[src/rtl/pfp_pkg.sv]
// constants shared by the port function parameter block
package pfp_pkg;
	localparam int          PFP_NUM_PORTS    = 17;
	localparam int          PFP_DATA_W       = 12;
	localparam int          PFP_ADDR_W       = 5;
	localparam int          PFP_MODE_W       = 4;
	localparam int          PFP_ACC_W        = 19;
	localparam int          PFP_CNT_W        = 8;
	// field layout of each port_function_params word
	localparam int          PFP_PARTNER_LSB  = 0;
	localparam int          PFP_PARTNER_MSB  = 4;
	localparam int          PFP_SAMPLES_LSB  = 5;
	localparam int          PFP_SAMPLES_MSB  = 7;
	localparam int          PFP_RANGE_LSB    = 8;
	localparam int          PFP_RANGE_MSB    = 10;
	localparam logic [11:0] PFP_RESET_VALUE  = 12'h000;
	localparam logic [2:0]  PFP_RANGE_NONE   = 3'h0;
	localparam logic [2:0]  PFP_RANGE_0_10   = 3'h1;
	// modes that work with a partner port
	localparam logic [3:0]  PFP_MODE_PAIR_A  = 4'h4;
	localparam logic [3:0]  PFP_MODE_PAIR_B  = 4'h8;
	localparam logic [3:0]  PFP_MODE_PAIR_C  = 4'hB;
	localparam logic [7:0]  PFP_ONE_CNT      = 8'h01;
	localparam logic [6:0]  PFP_ACC_PAD      = 7'h00;

	typedef enum logic [2:0] {
		PFP_IDLE  = 3'b001,
		PFP_FETCH = 3'b010,
		PFP_RUN   = 3'b100
	} pfp_state_e;
endpackage : pfp_pkg

[src/rtl/pfp_port_function_params.sv]
// per-port function parameter registers and the conversion averager they steer
`timescale 1ns/1ps
`default_nettype none
// What this block does
// - partner field picks companion port, paired modes
// - average the configured number of conversions
// - sample field is power-of-two exponent
// - range field selects voltage range, 000 none
module pfp_port_function_params
	import pfp_pkg::*;
#(
	parameter int NUM_PORTS = PFP_NUM_PORTS
) (
	input  wire logic                  mclk,
	input  wire logic                  resetn,
	input  wire logic                  reg_wr_en,
	input  wire logic                  reg_rd_en,
	input  wire logic [PFP_ADDR_W-1:0] reg_addr,
	input  wire logic [PFP_DATA_W-1:0] reg_wdata,
	output var  logic [PFP_DATA_W-1:0] reg_rdata,
	output var  logic                  reg_rd_valid,
	input  wire logic                  conv_start,
	input  wire logic [PFP_ADDR_W-1:0] conv_port,
	input  wire logic [PFP_MODE_W-1:0] conv_mode,
	input  wire logic                  conv_sample_valid,
	input  wire logic [PFP_DATA_W-1:0] conv_sample,
	output var  logic                  conv_busy,
	output var  logic                  avg_valid,
	output var  logic [PFP_DATA_W-1:0] avg_result,
	output var  logic                  partner_valid,
	output var  logic [PFP_ADDR_W-1:0] partner_port,
	output var  logic [2:0]            range_code,
	output var  logic                  range_fault
);
	pfp_state_e             state_reg;
	pfp_state_e             state_next;
	logic [PFP_ADDR_W-1:0]  port_reg;
	logic [PFP_MODE_W-1:0]  mode_reg;
	logic [2:0]             shift_reg;
	logic [PFP_CNT_W-1:0]   total_reg;
	logic [PFP_CNT_W-1:0]   count_reg;
	logic [PFP_ACC_W-1:0]   acc_reg;
	logic [PFP_DATA_W-1:0]  rb_data;

	wire                    start_ok   = conv_start && (32'(conv_port) < NUM_PORTS);
	// once taken, the store keeps reading the port in service, not the live request
	wire [PFP_ADDR_W-1:0]   rb_sel     = (state_reg == PFP_IDLE) ? conv_port : port_reg;
	wire [PFP_ADDR_W-1:0]   f_partner  = rb_data[PFP_PARTNER_MSB:PFP_PARTNER_LSB];
	wire [2:0]              f_samples  = rb_data[PFP_SAMPLES_MSB:PFP_SAMPLES_LSB];
	wire [2:0]              f_range    = rb_data[PFP_RANGE_MSB:PFP_RANGE_LSB];
	wire                    is_paired  = (mode_reg == PFP_MODE_PAIR_A) ||
	                                     (mode_reg == PFP_MODE_PAIR_B) ||
	                                     (mode_reg == PFP_MODE_PAIR_C);
	// a range of 000 cannot be converted, so the request is dropped
	wire                    in_fetch   = (state_reg == PFP_FETCH);
	wire                    range_bad  = in_fetch && (f_range == PFP_RANGE_NONE);
	wire                    fetch_go   = in_fetch && !range_bad;
	wire [PFP_CNT_W-1:0]    total_dec  = PFP_ONE_CNT << f_samples;
	wire                    in_run     = (state_reg == PFP_RUN);
	wire                    take       = in_run && conv_sample_valid;
	wire                    last_take  = take && ((count_reg + PFP_ONE_CNT) == total_reg);
	wire [PFP_ACC_W-1:0]    acc_sum    = acc_reg + {PFP_ACC_PAD, conv_sample};
	wire [PFP_ACC_W-1:0]    acc_shift  = acc_sum >> shift_reg;

	pfp_param_mem #(
		.DEPTH (NUM_PORTS),
		.WIDTH (PFP_DATA_W),
		.AW    (PFP_ADDR_W)
	) u_mem (
		.mclk    (mclk),
		.resetn  (resetn),
		.we      (reg_wr_en),
		.waddr   (reg_addr),
		.wdata   (reg_wdata),
		.ra_addr (reg_addr),
		.ra_data (reg_rdata),
		.rb_addr (rb_sel),
		.rb_data (rb_data)
	);

	always_comb begin
		state_next = state_reg;
		case (state_reg)
			PFP_IDLE:  state_next = start_ok ? PFP_FETCH : PFP_IDLE;
			PFP_FETCH: state_next = range_bad ? PFP_IDLE : PFP_RUN;
			PFP_RUN:   state_next = last_take ? PFP_IDLE : PFP_RUN;
			default:   state_next = PFP_IDLE;
		endcase
	end

	always_ff @(posedge mclk or negedge resetn) begin
		if (!resetn) begin
			state_reg    <= PFP_IDLE;
			reg_rd_valid <= 1'b0;
			port_reg     <= '0;
			mode_reg     <= '0;
		end else begin
			state_reg    <= state_next;
			reg_rd_valid <= reg_rd_en;
			if (state_reg == PFP_IDLE && start_ok) begin
				port_reg <= conv_port;
				mode_reg <= conv_mode;
			end
		end
	end

	// port settings are latched once per request; later writes wait for the next one
	always_ff @(posedge mclk or negedge resetn) begin
		if (!resetn) begin
			partner_valid <= 1'b0;
			partner_port  <= '0;
			range_code    <= PFP_RANGE_NONE;
			shift_reg     <= '0;
			total_reg     <= PFP_ONE_CNT;
		end else if (fetch_go) begin
			partner_valid <= is_paired;
			partner_port  <= is_paired ? f_partner : '0;
			range_code    <= f_range;
			shift_reg     <= f_samples;
			total_reg     <= total_dec;
		end
	end

	always_ff @(posedge mclk or negedge resetn) begin
		if (!resetn) begin
			count_reg   <= '0;
			acc_reg     <= '0;
			avg_valid   <= 1'b0;
			avg_result  <= '0;
			range_fault <= 1'b0;
			conv_busy   <= 1'b0;
		end else begin
			range_fault <= range_bad;
			avg_valid   <= last_take;
			conv_busy   <= (state_next != PFP_IDLE);
			if (fetch_go || last_take) begin
				count_reg <= '0;
				acc_reg   <= '0;
			end else if (take) begin
				count_reg <= count_reg + PFP_ONE_CNT;
				acc_reg   <= acc_sum;
			end
			if (last_take) begin
				avg_result <= acc_shift[PFP_DATA_W-1:0];
			end
		end
	end

	// checks
	property p_partner_pick;
		@(posedge mclk) disable iff (!resetn)
		fetch_go && is_paired |=> partner_valid && (partner_port == $past(f_partner));
	endproperty
	a_partner_pick: assert property (p_partner_pick) else $error("partner port not taken");

	property p_partner_none;
		@(posedge mclk) disable iff (!resetn)
		fetch_go && !is_paired |=> !partner_valid;
	endproperty
	a_partner_none: assert property (p_partner_none) else $error("partner flagged unpaired");

	property p_avg_done;
		@(posedge mclk) disable iff (!resetn)
		in_run && conv_sample_valid && (count_reg == total_reg - PFP_ONE_CNT)
			|=> avg_valid && (state_reg == PFP_IDLE) ##1 !avg_valid;
	endproperty
	a_avg_done: assert property (p_avg_done) else $error("average not reported");

	property p_avg_early;
		@(posedge mclk) disable iff (!resetn)
		avg_valid |-> $past(in_run) && ($past(count_reg) == total_reg - PFP_ONE_CNT);
	endproperty
	a_avg_early: assert property (p_avg_early) else $error("average reported early");

	property p_total_pow2;
		@(posedge mclk) disable iff (!resetn)
		fetch_go |=> (total_reg == (PFP_ONE_CNT << $past(f_samples))) && (state_reg == PFP_RUN);
	endproperty
	a_total_pow2: assert property (p_total_pow2) else $error("sample count wrong");

	property p_range_take;
		@(posedge mclk) disable iff (!resetn)
		fetch_go |=> range_code == $past(f_range);
	endproperty
	a_range_take: assert property (p_range_take) else $error("range code not taken");

	property p_range_none;
		@(posedge mclk) disable iff (!resetn)
		range_bad |=> range_fault && (state_reg == PFP_IDLE) && !avg_valid;
	endproperty
	a_range_none: assert property (p_range_none) else $error("range 000 not refused");

	property p_cov_paired;
		@(posedge mclk) disable iff (!resetn)
		avg_valid && partner_valid;
	endproperty
	c_cov_paired: cover property (p_cov_paired);

	property p_cov_fault;
		@(posedge mclk) disable iff (!resetn)
		range_fault;
	endproperty
	c_cov_fault: cover property (p_cov_fault);

	property p_cov_max;
		@(posedge mclk) disable iff (!resetn)
		avg_valid && (shift_reg == 3'h7);
	endproperty
	c_cov_max: cover property (p_cov_max);
endmodule : pfp_port_function_params
`default_nettype wire

[src/rtl/pfp_param_mem.sv]
// parameter word store, one write port, two registered read ports
`timescale 1ns/1ps
`default_nettype none
module pfp_param_mem
	import pfp_pkg::*;
#(
	parameter int DEPTH  = PFP_NUM_PORTS,
	parameter int WIDTH  = PFP_DATA_W,
	parameter int AW     = PFP_ADDR_W
) (
	input  wire logic             mclk,
	input  wire logic             resetn,
	input  wire logic             we,
	input  wire logic [AW-1:0]    waddr,
	input  wire logic [WIDTH-1:0] wdata,
	input  wire logic [AW-1:0]    ra_addr,
	output var  logic [WIDTH-1:0] ra_data,
	input  wire logic [AW-1:0]    rb_addr,
	output var  logic [WIDTH-1:0] rb_data
);
	logic [WIDTH-1:0] mem_reg [DEPTH];
	wire              ra_ok = (32'(ra_addr) < DEPTH);
	wire              rb_ok = (32'(rb_addr) < DEPTH);
	wire              w_ok  = we && (32'(waddr) < DEPTH);

	// writes past the last port are dropped, reads there give zero
	always_ff @(posedge mclk or negedge resetn) begin
		if (!resetn) begin
			for (int i = 0; i < DEPTH; i++) begin
				mem_reg[i] <= WIDTH'(PFP_RESET_VALUE);
			end
			ra_data <= '0;
			rb_data <= '0;
		end else begin
			if (w_ok) begin
				mem_reg[waddr] <= wdata;
			end
			ra_data <= ra_ok ? mem_reg[ra_addr] : '0;
			rb_data <= rb_ok ? mem_reg[rb_addr] : '0;
		end
	end
endmodule : pfp_param_mem
`default_nettype wire

[config.mk]
export PLATFORM = sky130hd
export DESIGN_NAME = pfp_port_function_params
export DESIGN_NICKNAME = d
export VERILOG_FILES = /design/src/rtl/pfp_pkg.sv /design/src/rtl/pfp_port_function_params.sv /design/src/rtl/pfp_param_mem.sv
export SDC_FILE = /design/constraint.sdc
export NUM_CORES = 1
export LEC_CHECK = 0
export ABC_AREA = 0
export BUFFER_PORTS_ARGS = -buffer_cell sky130_fd_sc_hd__buf_2
export CAP_MARGIN = 10
export CORE_MARGIN = 4
export CORE_UTILIZATION = 40
export CTS_BUF_LIST = sky130_fd_sc_hd__clkbuf_8
export DETAILED_ROUTE_END_ITERATION = 7
export SYNTH_ARGS = -nofsm -noshare
export SYNTH_HDL_FRONTEND = slang
export SYNTH_HIERARCHICAL = 1
export SYNTH_SLANG_ARGS = --single-unit
[constraint.sdc]
create_clock -name mclk -period 3.15 [get_ports mclk]
set_input_delay 0.7875 -clock mclk [delete_from_list [all_inputs] [get_ports mclk]]
set_output_delay 0.7875 -clock mclk [all_outputs]
set_load 0.01 [all_outputs]
[After elaboration in Yosys (flattened, before gate mapping)]
Index checks and enable logic that the tools add are counted.
Word-level totals
  register bits after elaboration: 302
  input port bits: 44
  output and inout bits: 37
  word-level logic and storage cells: 89
Operators by class
  add/subtract/negate cells: 2
  magnitude comparators: 6
  equality and inequality tests: 8
  shifts and indexed selects: 2
  mux-type cells: 21
  bitwise logic cells: 2
  reductions and logical operators: 14
Operator list (count)
  bitwise mux 204 bit: 1
  binary-select mux 12 bit (select 5 bit): 2
  demux 12 bit (select 5 bit): 1
  2-to-1 mux 12 bit: 4
  2-to-1 mux 19 bit: 2
  2-to-1 mux 11 bit: 3
  adder 19 x 12 -> 19 bit: 1
  right shift 19 x 3 -> 12 bit: 1
  2-to-1 mux 8 bit: 2
  less-than comparator 5 bit, second input constant: 3
  >= comparator 6 bit, second input constant: 2
  NOT 5 -> 6 bit: 2
  2-to-1 mux 5 bit: 2
  one-hot mux 3 bit (3 select lines): 1
  adder 8 x 1 -> 8 bit, second input constant: 1
  == test 4 bit, second input constant: 2
  == test 8 bit: 1
  logical AND 1 bit: 8
  << shifter 1 x 3 -> 8 bit, first input constant: 1
  less-than comparator 6 x 1 -> 1 bit, second input constant: 1
  2-to-1 mux 3 bit: 2
  == test 4 x 3 -> 1 bit, second input constant: 1
  == test 3 x 1 -> 1 bit, second input constant: 1
  == test 3 x 2 -> 1 bit, second input constant: 1
  7 further kinds: 9

[Longest topological paths before layout]
  word-level depth: 7
  mapped depth: 12
  depth with buffers taken out: 12

[By module]
Netlist, hierarchy kept.
Modules (own cells, without submodules)
  pfp_param_mem: instances 1, cells each 804, area an instance 11820.1 um^2, sequential area each 5705.5 um^2
  pfp_port_function_params: instances 1, cells each 525, area an instance 4683.2 um^2, sequential area each 1879.3 um^2

[Worst setup path after synthesis]
OpenSTA, ideal clock, no wires.
  kind: input-to-reg
  from: input port conv_sample[0]
  to: register avg_result[9]
  library setup time: 126 ps
  arrival: 2914 ps
  data required time: 3024 ps
  slack: 110 ps
  stages on the path: 11
  buffers on the path: 0
  cell sequence: ha_1 > inv_1 > fa_1 > nor2b_1 > o2111ai_2 > nand3_1 > a41oi_1 > xnor2_1 > mux4_2 > a221oi_2 > a21oi_1
Between the ends
  longest elaborated chain between the ends: 2
RTL lines
  from (decl): line pfp_port_function_params.sv:26  | input wire logic [PFP_DATA_W-1:0] conv_sample,
  adder 19 x 12 -> 19 bit: line pfp_port_function_params.sv:62  | wire [PFP_ACC_W-1:0] acc_sum = acc_reg + {PFP_ACC_PAD, conv_sample};
  right shift 19 x 3 -> 12 bit: line pfp_port_function_params.sv:63  | wire [PFP_ACC_W-1:0] acc_shift = acc_sum >> shift_reg;
  to (signal assigned): line pfp_port_function_params.sv:144  | avg_result <= acc_shift[PFP_DATA_W-1:0];
  to (decl): line pfp_port_function_params.sv:29  | output var logic [PFP_DATA_W-1:0] avg_result,
Every way passes these cells.
A chain may end at the register's enable or synchronous reset.

[Final worst setup path]
  from: register state_reg[0]
  to: register u_mem.rb_data[2]
Between the ends
  longest elaborated chain between the ends: 7
  elaborated cells on any way between the ends: 8
  those cells by class: order compare (1); eq/ne (1); mux (5); bitwise (1)
RTL lines
  from (decl): line pfp_port_function_params.sv:35  | pfp_state_e state_reg;
  from (signal assigned): line pfp_port_function_params.sv:98  | state_reg <= state_next;
  == test 3 x 1 -> 1 bit (*): line pfp_port_function_params.sv:47  | wire [PFP_ADDR_W-1:0] rb_sel = (state_reg == PFP_IDLE) ? conv_port : port_reg;
  2-to-1 mux 5 bit (*): line pfp_port_function_params.sv:47
  via rb_sel[0]: line pfp_port_function_params.sv:47
  NOT 5 -> 6 bit (not written as such): line pfp_param_mem.sv:39  | rb_data <= rb_ok ? mem_reg[rb_addr] : '0;
  binary-select mux 12 bit (select 5 bit): line pfp_param_mem.sv:39
  2-to-1 mux 11 bit (not written as such) (2 in a row): line pfp_param_mem.sv:39
  2-to-1 mux 11 bit (*): line pfp_param_mem.sv:39
  to (signal assigned): line pfp_param_mem.sv:39
  to (decl): line pfp_param_mem.sv:19  | output var logic [WIDTH-1:0] rb_data
Mark *: on every way through the listed nets, which the timed path passes. The rest lies on a longest branch. The select of a mux whose other input is x is not followed.

==> run summary <==
Outcome - finished clean
# IOs - 81
Port Buf Inserts - 80
Gate Count Post-Synth - 1317
Count of final setup violators - 0
Final ANT Viol Nets - 0
Die ar. - 0.0442 mm^2
Clk slew on worst S/H paths - 60 ps
Drt pass-1 iters - 5
Worst min-delay path category - primary input to async pin
Clk buf depth - 3
Number of buffers created by CTS - 55
H-tree levels - 2
Pwr dens - 649 mW/mm^2
# nets final - 1513
Residual DRC - 0
Type of origin of the critical path - register
Postcts setup bufs - 0
Buf/Inv on CP - 2
Slew headroom - 54.6%
Largest register FFs - 204
Final WL - 43400 um
Initial drt markers - 728
CTS tree - built
Clk_skew - 47.5 ps
Max Cap Viol - 0
WS Path Type - register to register
Largest net degree at the start of global routing - 79
Synth Net Count - 1375
CP delay by family, top - multiplexers
Worst setup margin - 183 ps
Syn. warnings - 6
Cell mode on critical path - buf_4
Fmax achieved - 337 MHz
Worst skew pair latency - 660 ps
Root Driver - clkbuf_8
Min Tclk post-route - 2970 ps
Synth Area per Inst - 12.4 um^2
Cell breakdown of the critical path - nor3b_2 > buf_4 > mux2_4 > buf_4 > mux4_1 > mux2_2 > a221o_1
Vias in the first global route - 11900
Peak VDD IR - 0.371 mV
Post-Syn Area - 0.0163 mm^2
Via count - 11500
Fin. max-slew vios - 0
Grt ovf - 0
Fraction of layout instances using a drive strength above 1 - 42.0%
Hold buffers post-CTS - 0
Per-cell routed wire length - 21.4 um
Hpwl dp - 29200 um
Period utilization - 94.2%
Slowest stage cell, crit path - mux4_1
Worst stage delay on the critical path - 610 ps
Die X - 210 um
Slew @ Worst Pin - 681 ps
Placeable core region - 0.0401 mm^2
Area Overhead vs Synth - 16.1%
Final Hold Violating Endpoints - 0
Filler cells - 3611
CP Data Required Time - 3620 ps
First-pass GRT wire length - 67700 um
RSZ-0062 raised after global routing - no
Worst-path fanout max - 13
GP Congestion - 0.873
Die Ht - 210 um
DR vias/cell - 5.67
Initial antenna violation count - 0
Crit path DAT - 3440 ps
CP endpoint kind - register
Num rows - 73
P_leak - 8.80 nW
Initial Util - 40.8%
Total Power - 0.0123 W
Setup TNS Final - 0 ps
Tot GR Track Use - 19.4%
Clock sinks - 302
Place WS - -189 ps
PostCTS Resize Cnt - 0
-- worst reg2reg max path: cells and delay by family, from the launching register on --
kind / cells / cell delay, ps
flip-flops: 1 / 580
buffers and inverters: 2 / 490
AO/OA/AOI/OAI: 1 / 360
multiplexers: 3 / 1130
AND/OR/NAND/NOR: 1 / 250
-- metal layers --
metal | up-vias | track usage [%] | wire length (um)
li1 | 5220 | - | -
met1 | 5797 | 26.0 | 18900
met2 | 343 | 31.3 | 20400
met3 | 109 | 3.54 | 2510
met4 | 0 | 7.88 | 1620
met5 | - | 0 | 0
-- area by class of cell --
cell class | instances | area, um^2 | share of cell area (%)
Inverter | 16 | 60.1 | 0.317
Clock inverter | 33 | 277 | 1.46
Clock buffer | 67 | 922 | 4.86
Multi-Input combinational cell | 906 | 8270 | 43.6
Tap cell | 525 | 657 | 3.46
Sequential cell | 302 | 7560 | 39.8
Timing Repair Buffer | 174 | 1220 | 6.42
Antenna cell | 1 | 2.50 | 0.0132
-- final timing paths --
path	from	end	slack (ps)	depth (start not counted)
worst max-delay path	state_reg[0]	u_mem/rb_data[2]	180	7
worst min-delay path	resetn	acc_reg[2]	140	1
worst max register to register	state_reg[0]	u_mem/rb_data[2]	180	7
worst min register to register	u_mem/rb_data[2]	partner_port[2]	460	1
max in group asynchronous	resetn	u_mem/mem_reg[23]	2150	2
min in group mclk	reg_rd_en	reg_rd_valid	270	1
-- where the power goes --
group / leakage (nW) / total [W] / internal, W / switching [W]
sequential: 3.93 / 0.00506 / 0.00458 / 0.000481
combinational: 4.19 / 0.00323 / 0.00172 / 0.00151
clock: 0.677 / 0.00401 / 0.00226 / 0.00174
total: 8.80 / 0.0123 / 0.00856 / 0.00374
-- per-stage QoR --
step	hold slack, ps	cell area (um^2)	std cells	utilization [%]
floorplan	430	16300	1317	-
CTS	126	19000	2023	47.3
global placement	449	17800	1923	44.3
detailed placement	449	17800	1923	44.3
global route	159	19000	2023	47.3
finish	139	19000	2024	47.3
-- cells in the final DEF (no fill, tap or decap), types with 16 or more instances in the layout --
master and n:
a21oi_1 32, a221o_1 23, buf_2 78, buf_4 87, clkbuf_8 67, dfrtp_1 300
inv_1 35, mux2_2 325, mux2i_1 16, mux4_1 27, mux4_2 23, nand2_1 119
nor2_1 45, nor3_1 33, o22ai_1 48, xnor2_1 23, xor2_1 16
No activity file was read; power rests on OpenSTA's default activity.
